`config.mk`:
```
export PLATFORM = sky130hd
export DESIGN_NAME = cpu_phase_sequencer
export DESIGN_NICKNAME = d
export VERILOG_FILES = /design/src/core/seq_pkg.sv /design/src/core/cpu_phase_sequencer.sv /design/src/core/interval_counter.sv
export SDC_FILE = /design/constraint.sdc
export NUM_CORES = 1
export LEC_CHECK = 0
export ABC_AREA = 1
export ABC_CLOCK_PERIOD_IN_PS = 6750
export BUFFER_PORTS_ARGS = -buffer_cell sky130_fd_sc_hd__clkbuf_2
export CORE_MARGIN = 4
export CORE_UTILIZATION = 25
export CTS_CLUSTER_SIZE = 25
export DETAILED_ROUTE_END_ITERATION = 7
export GPL_TIMING_DRIVEN = 0
export MAX_ROUTING_LAYER = met4
export PLACE_DENSITY = 0.43
export SLEW_MARGIN = 20
export SYNTH_ARGS = -nofsm -noshare
export SYNTH_HDL_FRONTEND = slang
export SYNTH_SLANG_ARGS = --single-unit
```
`constraint.sdc`:
```
create_clock -name mclk_in -period 6.75 [get_ports mclk_in]
set_input_delay 1.35 -clock mclk_in [delete_from_list [all_inputs] [get_ports mclk_in]]
set_output_delay 1.35 -clock mclk_in [all_outputs]
set_load 0.05 [all_outputs]
```
`src/core/seq_pkg.sv`:
```
// constants, types and timing of the machine-phase sequencer
// assumes one 100 MHz clock; panel and memory signals are synchronous to it
package seq_pkg;

    // ------------------------------------------------------------
    // word layout
    // ------------------------------------------------------------
    localparam int WORD_W = 16;
    typedef logic [WORD_W-1:0] word_t;
    localparam int REF_MSB = 9;        // memory reference field 0..9
    localparam int PAGE_SEL_BIT = 10;  // 0 = page zero, 1 = current page
    localparam int PAGE_LSB = 10;      // page bits 10..15 of the address
    localparam int INDIRECT_BIT = 15;
    localparam int OPC_MSB = 14;       // operation field 11..14
    localparam int OPC_LSB = 11;
    localparam int GROUP_MSB = 14;     // 000 here marks a non-memory group
    localparam int GROUP_LSB = 12;
    localparam logic [5:0] PAGE_ZERO = 6'h00;
    localparam word_t WORD_ONE = 16'h0001;
    localparam word_t WORD_RESET = 16'h0000;

    // ------------------------------------------------------------
    // operation codes and the stop word
    // ------------------------------------------------------------
    localparam logic [3:0] OPC_LOAD = 4'hC;
    localparam logic [3:0] OPC_ADD = 4'h8;
    localparam logic [3:0] OPC_STORE = 4'hE;
    localparam logic [2:0] GROUP_NONMEM = 3'h0;
    localparam word_t STOP_WORD = 16'h8400;

    // ------------------------------------------------------------
    // timing intervals within one machine phase
    // ------------------------------------------------------------
    localparam logic [2:0] T_FIRST = 3'h0;
    localparam logic [2:0] T_RD = 3'h0;      // read strobe raised at end of T0
    localparam logic [2:0] T_LOAD_WR = 3'h1; // write data staged in data reg
    localparam logic [2:0] T_CAP = 3'h2;     // read data captured
    localparam logic [2:0] T_WR = 3'h2;      // write strobe raised at end of T2
    localparam logic [2:0] T_ALU = 3'h4;     // accumulator update
    localparam logic [2:0] T_REF = 3'h6;     // reference bits to address reg
    localparam logic [2:0] T_END = 3'h7;     // phase boundary

    // ------------------------------------------------------------
    // enumerations
    // ------------------------------------------------------------
    typedef enum logic [1:0] {
        PH_FETCH = 2'b00,
        PH_INDIRECT = 2'b01,
        PH_EXECUTE = 2'b10
    } phase_t;

    typedef enum logic [1:0] {
        ST_IDLE = 2'b00,
        ST_CYCLE = 2'b01,
        ST_DEPOSIT = 2'b10,
        ST_EXAMINE = 2'b11
    } op_state_t;

    typedef enum logic [2:0] {
        I_LOAD = 3'b000,
        I_ADD = 3'b001,
        I_STORE = 3'b010,
        I_STOP = 3'b011,
        I_MEMREF = 3'b100,
        I_NONMEM = 3'b101
    } instr_t;

endpackage

```
`src/core/cpu_phase_sequencer.sv`:
```
// machine-phase sequencer of a small 16-bit stored-program computer
// assumes a synchronous memory: strobe sampled at an edge, read data
// valid the cycle after; panel pushbuttons arrive as one-cycle pulses
//
// Function
// - set-location copies switches to program counter and address reg, fetch next
// - deposit writes switches to addressed word, then bumps both address regs
// - phase-step runs exactly one machine phase then stops, registers held
// - fetch reads word at address reg into data reg as an instruction
// - in T6/T7 of fetch, data reg bits 0-9 go to address reg bits 0-9
// - current-page reference leaves upper address reg bits unchanged
// - instruction bit 10 zero clears address bits 10-15, one keeps them
// - direct memory-reference fetch ends in execute, counter and accumulator kept
// - fetched bit 15 set selects indirect phase instead of execute
// - indirect phase reads address word into address reg as new reference
// - after indirect read, bit 15 zero gives execute, one stays indirect
// - execute, except a store, reads the word at address reg into data reg as data
// - load-accumulator copies data reg into accumulator
// - add-to-accumulator adds operand to accumulator, sum kept there
// - store-accumulator writes accumulator via data reg; both hold value
// - every instruction ends: counter plus one into both, fetch phase set
// - stop instruction halts after advancing counter and address, fetch pending
// - word 143777 decodes as indirect current-page add via location 3777
// - examine reads word at address reg into data reg
`timescale 1ns/1ps
module cpu_phase_sequencer (
    input wire logic mclk_in,
    input wire logic sys_rst_in,
    input wire seq_pkg::word_t switch_in,
    input wire logic set_location_in,
    input wire logic deposit_in,
    input wire logic examine_in,
    input wire logic run_in,
    input wire logic phase_step_in,
    input wire logic stop_in,
    input wire seq_pkg::word_t mem_rdata_in,
    output seq_pkg::word_t mem_addr_out,
    output seq_pkg::word_t mem_wdata_out,
    output logic mem_rd_out,
    output logic mem_wr_out,
    output seq_pkg::word_t pc_out,
    output seq_pkg::word_t mar_out,
    output seq_pkg::word_t mdr_out,
    output seq_pkg::word_t acc_out,
    output logic [1:0] phase_out,
    output logic halted_out
);
    import seq_pkg::*;

    // ------------------------------------------------------------
    // state
    // ------------------------------------------------------------
    op_state_t op_state_reg;
    phase_t phase_reg;
    word_t pc_reg;
    word_t mar_reg;
    word_t mdr_reg;
    word_t ir_reg;
    word_t acc_reg;
    logic run_reg;
    logic halted_reg;
    logic rd_reg;
    logic wr_reg;
    logic [2:0] interval;

    // instruction class; used at the end of fetch and during execute
    function automatic instr_t decode(input word_t w);
        instr_t k;
        k = I_MEMREF;
        if (w == STOP_WORD) begin
            k = I_STOP;
        end else if (w[GROUP_MSB:GROUP_LSB] == GROUP_NONMEM) begin
            k = I_NONMEM;
        end else if (w[OPC_MSB:OPC_LSB] == OPC_LOAD) begin
            k = I_LOAD;
        end else if (w[OPC_MSB:OPC_LSB] == OPC_ADD) begin
            k = I_ADD;
        end else if (w[OPC_MSB:OPC_LSB] == OPC_STORE) begin
            k = I_STORE;
        end
        return k;
    endfunction

    // ------------------------------------------------------------
    // interval timing
    // ------------------------------------------------------------
    interval_counter u_intervals (
        .mclk_in(mclk_in),
        .sys_rst_in(sys_rst_in),
        .busy_in(op_state_reg != ST_IDLE),
        .interval_out(interval)
    );

    // ------------------------------------------------------------
    // decode of panel requests and phase events
    // ------------------------------------------------------------
    // panel requests are honoured only while halted; priority is
    // set-location, deposit, examine, run, phase-step
    logic idle;
    logic go_set;
    logic go_dep;
    logic go_exam;
    logic go_run;
    logic go_step;
    logic cyc;
    logic at_end;
    logic in_fetch;
    logic in_ind;
    logic in_exec;
    instr_t kind;
    logic memref;
    logic halting;
    logic finish;
    logic reads;
    logic stores;

    assign idle = (op_state_reg == ST_IDLE);
    assign go_set = idle && set_location_in;
    assign go_dep = idle && !set_location_in && deposit_in;
    assign go_exam = idle && !set_location_in && !deposit_in && examine_in;
    assign go_run = idle && !set_location_in && !deposit_in && !examine_in && run_in;
    assign go_step = idle && !set_location_in && !deposit_in && !examine_in
                     && !run_in && phase_step_in;
    assign cyc = (op_state_reg == ST_CYCLE);
    assign at_end = (interval == T_END);
    assign in_fetch = cyc && (phase_reg == PH_FETCH);
    assign in_ind = cyc && (phase_reg == PH_INDIRECT);
    assign in_exec = cyc && (phase_reg == PH_EXECUTE);
    assign kind = decode(ir_reg);
    assign memref = (kind != I_STOP) && (kind != I_NONMEM);
    assign halting = in_fetch && at_end && (kind == I_STOP);
    // last action of an instruction: end of execute, or end of a fetch
    // that has no operand to chase
    assign finish = at_end && (in_exec || (in_fetch && !memref));
    assign stores = in_exec && (kind == I_STORE);
    // every phase but a store-execute spends its memory cycle on a read
    assign reads = (cyc && !stores) || (op_state_reg == ST_EXAMINE);

    // ------------------------------------------------------------
    // operating state, run latch, halt indicator
    // ------------------------------------------------------------
    always_ff @(posedge mclk_in or posedge sys_rst_in) begin
        if (sys_rst_in) begin
            op_state_reg <= ST_IDLE;
            halted_reg <= 1'b1;
        end else if (go_dep) begin
            op_state_reg <= ST_DEPOSIT;
            halted_reg <= 1'b0;
        end else if (go_exam) begin
            op_state_reg <= ST_EXAMINE;
            halted_reg <= 1'b0;
        end else if (go_run || go_step) begin
            op_state_reg <= ST_CYCLE;
            halted_reg <= 1'b0;
        end else if (!idle && at_end) begin
            // a step stops after one phase; a stop or stop_in ends a run
            if (cyc && run_reg && !stop_in && !halting) begin
                op_state_reg <= ST_CYCLE;
            end else begin
                op_state_reg <= ST_IDLE;
                halted_reg <= 1'b1;
            end
        end
    end

    // run latch: set by run, dropped by step, stop_in or the stop word
    always_ff @(posedge mclk_in or posedge sys_rst_in) begin
        if (sys_rst_in) begin
            run_reg <= 1'b0;
        end else if (go_run) begin
            run_reg <= 1'b1;
        end else if (go_step || stop_in || halting) begin
            run_reg <= 1'b0;
        end
    end

    // ------------------------------------------------------------
    // machine phase
    // ------------------------------------------------------------
    always_ff @(posedge mclk_in or posedge sys_rst_in) begin
        if (sys_rst_in) begin
            phase_reg <= PH_FETCH;
        end else if (go_set) begin
            phase_reg <= PH_FETCH;
        end else if (cyc && at_end) begin
            if (finish) begin
                phase_reg <= PH_FETCH;
            end else if (in_fetch) begin
                phase_reg <= ir_reg[INDIRECT_BIT] ? PH_INDIRECT : PH_EXECUTE;
            end else if (in_ind) begin
                phase_reg <= mdr_reg[INDIRECT_BIT] ? PH_INDIRECT : PH_EXECUTE;
            end
        end
    end

    // ------------------------------------------------------------
    // program counter
    // ------------------------------------------------------------
    // untouched by indirect phases and by a memory-reference fetch so the table of a step
    // shows the instruction's own location until it completes
    always_ff @(posedge mclk_in or posedge sys_rst_in) begin
        if (sys_rst_in) begin
            pc_reg <= WORD_RESET;
        end else if (go_set) begin
            pc_reg <= switch_in;
        end else if (op_state_reg == ST_DEPOSIT && at_end) begin
            pc_reg <= pc_reg + WORD_ONE;
        end else if (cyc && finish) begin
            pc_reg <= pc_reg + WORD_ONE;
        end
    end

    // ------------------------------------------------------------
    // memory address register
    // ------------------------------------------------------------
    always_ff @(posedge mclk_in or posedge sys_rst_in) begin
        if (sys_rst_in) begin
            mar_reg <= WORD_RESET;
        end else if (go_set) begin
            mar_reg <= switch_in;
        end else if (op_state_reg == ST_DEPOSIT && at_end) begin
            mar_reg <= mar_reg + WORD_ONE;
        end else if (cyc && finish) begin
            mar_reg <= pc_reg + WORD_ONE;
        end else if (in_fetch && interval == T_REF && memref) begin
            // reference field in, page bits kept or cleared by bit 10
            mar_reg[REF_MSB:0] <= ir_reg[REF_MSB:0];
            if (!ir_reg[PAGE_SEL_BIT]) begin
                mar_reg[WORD_W-1:PAGE_LSB] <= PAGE_ZERO;
            end
        end else if (in_ind && interval == T_REF) begin
            mar_reg <= mdr_reg;
        end
    end

    // ------------------------------------------------------------
    // memory data register and instruction latch
    // ------------------------------------------------------------
    // the instruction is latched separately because execute reuses
    // the data register for the operand
    always_ff @(posedge mclk_in or posedge sys_rst_in) begin
        if (sys_rst_in) begin
            mdr_reg <= WORD_RESET;
        end else if (go_dep) begin
            mdr_reg <= switch_in;
        end else if (stores && interval == T_LOAD_WR) begin
            mdr_reg <= acc_reg;
        end else if (reads && interval == T_CAP) begin
            mdr_reg <= mem_rdata_in;
        end
    end

    always_ff @(posedge mclk_in or posedge sys_rst_in) begin
        if (sys_rst_in) begin
            ir_reg <= WORD_RESET;
        end else if (in_fetch && interval == T_CAP) begin
            ir_reg <= mem_rdata_in;
        end
    end

    // ------------------------------------------------------------
    // accumulator
    // ------------------------------------------------------------
    always_ff @(posedge mclk_in or posedge sys_rst_in) begin
        if (sys_rst_in) begin
            acc_reg <= WORD_RESET;
        end else if (in_exec && interval == T_ALU) begin
            if (kind == I_LOAD) begin
                acc_reg <= mdr_reg;
            end else if (kind == I_ADD) begin
                acc_reg <= acc_reg + mdr_reg;
            end
        end
    end

    // ------------------------------------------------------------
    // memory strobes: one read or one write per phase
    // ------------------------------------------------------------
    always_ff @(posedge mclk_in or posedge sys_rst_in) begin
        if (sys_rst_in) begin
            rd_reg <= 1'b0;
            wr_reg <= 1'b0;
        end else begin
            rd_reg <= reads && (interval == T_RD);
            wr_reg <= (stores || op_state_reg == ST_DEPOSIT)
                      && (interval == T_WR);
        end
    end

    assign mem_addr_out = mar_reg;
    assign mem_wdata_out = mdr_reg;
    assign mem_rd_out = rd_reg;
    assign mem_wr_out = wr_reg;
    assign pc_out = pc_reg;
    assign mar_out = mar_reg;
    assign mdr_out = mdr_reg;
    assign acc_out = acc_reg;
    assign phase_out = phase_reg;
    assign halted_out = halted_reg;
endmodule

```
`src/core/interval_counter.sv`:
```
// timing-interval counter: steps T0..T7 while a phase is running
// assumes busy_in is a registered level from the sequencer
`timescale 1ns/1ps
module interval_counter (
    input wire logic mclk_in,
    input wire logic sys_rst_in,
    input wire logic busy_in,
    output logic [2:0] interval_out
);
    import seq_pkg::*;

    // ------------------------------------------------------------
    // counter
    // ------------------------------------------------------------
    // wraps from T7 to T0 so phases run back to back; parks at T0 when idle
    always_ff @(posedge mclk_in or posedge sys_rst_in) begin
        if (sys_rst_in) begin
            interval_out <= T_FIRST;
        end else if (busy_in) begin
            interval_out <= interval_out + 3'h1;
        end else begin
            interval_out <= T_FIRST;
        end
    end

endmodule

```
==> reports/metrics.cfg <==
[synth]
synth_top_cell_by_area=dfrtp_1
netlist.area_leader.share_pct=32.7
yosys_warnings=0
synthFlopType=dfrtp_1
synthXorXnorAreaFrac_pct=2.29
ys_seq_elements=91
synth_edf_count=0
yosysUniqueCellTypes=43
syn_avg_cell_area_um2=6.80
syn_nets=1076
synth_top_family_by_area=simple AND/OR/NAND/NOR gates
synthSimpleGateAreaFrac_pct=31.7
yosysSeqAreaShare_pct=33.1
synthAdderAreaFrac_pct=4.29
synth_cells=1013
synth.area.top_cells=dfrtp_1 (33%), nand2_1 (15%), inv_1 (6.3%), nor2_1 (5.8%), a21oi_1 (5.5%)
synth_compound_area_share_pct=15.1
syn_area_um2=6890
synth.mux.area_fraction_pct=1.14
async_flop_share_pct=100

[power_and_ir_drop]
p_comb_share_pct=62.2
vdd_ir_drop_max_mv=0.201
power_density_nw_per_um2=512
power.share.clock_pct=11.4
internal_power_uw=1770
leakagePower_uw=0.00443
p_sw_share_pct=58.4
p_sw_uw=2490
pwr-share-seq_pct=26.4

[worst_setup_path]
cp_top_family=flip-flops
critical_path_class=reg -> out
cp_num_buf_inv=2
timing.critical_path.from_type=flop
crit_path_top_delay_cell=dfrtp_1
worstPathCellList=buf_4, clkbuf_2
crit_path_end_kind=output pin
crit_required_ns=5.40
cp_max_fo=7
cpPeakStageDelay_ns=0.63
worstPathArrival_ns=1.43

[clock_network]
postCtsHoldBufs=0
cts_root_buffer=clkbuf_16
cts_buffers=9
ctsHtreeMaxLevel=3
clockBufferDepth=2
clk_pin_slew_worst_paths_ns=0.07
post_cts_resized=0
clock-sinks=91
cts_tree=built
insertion_delay_ns=0.35
postCtsSetupBuffers=0

[timing]
hold_violations=0
fin_skew_ns=0.0121
rsz0062_at_grt=false
max_freq_mhz=360
setup-violations-final=0
setup_tns_ns=0
slew_viol_final=0
final.min_clock_period_ns=2.78
relSlewSlack_pct=60.6
fin_ws_ns=3.97
worst_pin_slew_ns=0.591
timing.final.crit_share_pct=41.1

[route]
drt-total-wl_um=26100
drt_iter0_markers=484
vias_per_cell=4.66
dr_total_vias=7041
drc=0
drtAntennaViolNets=0
wire_per_inst_um=17.3
dr.pass1.iters=5

[finish]
n_antenna_cell=0
num-fill-cells=3096
drive_gt1_share_pct=20.9
stdcell_count=1511
area_growth_pct=20.8
multi_input_area_um2=3760
final_nets=1228
regArea_um2=2280

[grt]
grt_use_met1_pct=25.3
grt_max_degree=71
grt.busiest_layer=met2
grt-ovfl-total=0
antenna_found_initial=0
met3_usage_pct=2.35
grtUsageMet2_pct=26.3
grt_usage_pct=17.4
grt_pass1_wl_um=40300
grt_pass1_vias=6812

[die]
die_h_um=174
core_area_um2=27000
io_pins=141
start_util_pct=25.5
die_w_um=174
rows=60
dieArea_um2=30300

[run_status]
outcome=complete, no violations

[place]
place_hpwl_um=21200
gp_congestion=0.875
io_buffers=140
pre_cts_ws_ns=3.98
dp_cells=1495

[worst_hold_path]
min_path_type=reg -> reg

[job]
max_cap_violations=0

[through the flow]
stage | hold WS, ns | power [µW] | utilization [%] | instance area, µm²
finish | 0.471 | 4260 | 30.8 | 8320
global route | 0.491 | 4570 | 30.8 | 8320
global placement | 0.458 | 3790 | 29.7 | 8020
floorplan | 0.460 | 3070 | - | 6890
CTS | 0.474 | 4310 | 30.8 | 8320
detailed placement | 0.459 | 3800 | 29.8 | 8050
[layout by cell type, fill, tap and decap left out, types with 2 or more instances in the layout]
cell / instances
buf_2: 18
o21bai_1: 4
dfrtp_1: 90
nand3b_1: 2
nor2_4: 3
nor3_1: 13
inv_2: 4
ha_1: 22
nor4_1: 2
clkinvlp_4: 2
mux2_2: 7
clkbuf_1: 7
inv_6: 2
o211ai_1: 24
xor2_1: 13
nor2_2: 3
nand4_1: 17
clkbuf_2: 140
buf_4: 33
xnor2_1: 5
buf_6: 4
inv_1: 114
nand2_1: 281
nand3_2: 3
o21ai_0: 60
o21ai_2: 6
nor2_1: 107
o22ai_1: 7
nand3_1: 73
clkbuf_16: 9
a21oi_1: 76
[cell type report]
class,count,share of cell area (%)
Buffer,61,4.87
Clock buffer,11,2.80
Clock inverter,5,0.451
Inverter,119,5.43
Multi-Input combinational cell,742,45.2
Sequential cell,91,27.4
Tap cell,341,5.13
Timing Repair Buffer,141,8.75
[cells in the mapped netlist (2+ instances only)]
cell type	number
a21oi_1	76
buf_2	18
buf_4	33
buf_6	4
clkbuf_1	5
dfrtp_1	90
ha_1	22
inv_1	115
inv_2	4
mux2_2	7
nand2_1	281
nand3_1	73
nand3_2	3
nand3b_1	2
nand4_1	17
nor2_1	107
nor2_2	3
nor2_4	3
nor3_1	13
nor4_1	2
o211ai_1	24
o21ai_0	60
o21ai_2	6
o21bai_1	4
o22ai_1	7
xnor2_1	5
xor2_1	13
[path summary, 6_finish.rpt]
check / from / to / slack, ns / depth (start not counted)
min in group asynchronous: sys_rst_in / acc_out[3] / 0.92 / 2
hold / removal: halted_out / halted_out / 0.47 / 2
max in group asynchronous: sys_rst_in / halted_out / 5.13 / 3
setup reg to reg: u_intervals.interval_out[0] / mar_out[4] / 4.57 / 8
setup / recovery: mdr_out[15] / mem_wdata_out[15] / 3.97 / 2
hold reg to reg: halted_out / halted_out / 0.47 / 2
[layer usage]
metal,vias up,share of wire (%)
li1,3571,-
met1,3299,51
met2,158,45
met3,13,3.8
met4,0,0.78
met5,-,0
[tightest hold or removal path: cells and delay by family, from the launching register on]
| kind | cells | cell delay, ns |
|---|---|---|
| DFF | 1 | 0.37 |
| and+or+nand+nor | 2 | 0.10 |
[power by group through the flow]
stage	clock, µW	sequential, µW	combinational (µW)
6_report	486	1120	2650
2_1_floorplan	0	1560	1510
3_5_place_dp	0	1140	2660
4_1_cts	505	1130	2670
5_1_grt	520	1170	2890
3_3_place_gp	0	1140	2650
[kinds of logic after synthesis]
logic type,after synthesis
AND/OR/NAND/NOR,511
AO/OA/AOI/OAI,183
buffers and inverters,180
flip-flops,91
adder cells (fa/ha/maj),23
XOR/XNOR,18
multiplexers,7
No activity file was read; power rests on OpenSTA's default activity.
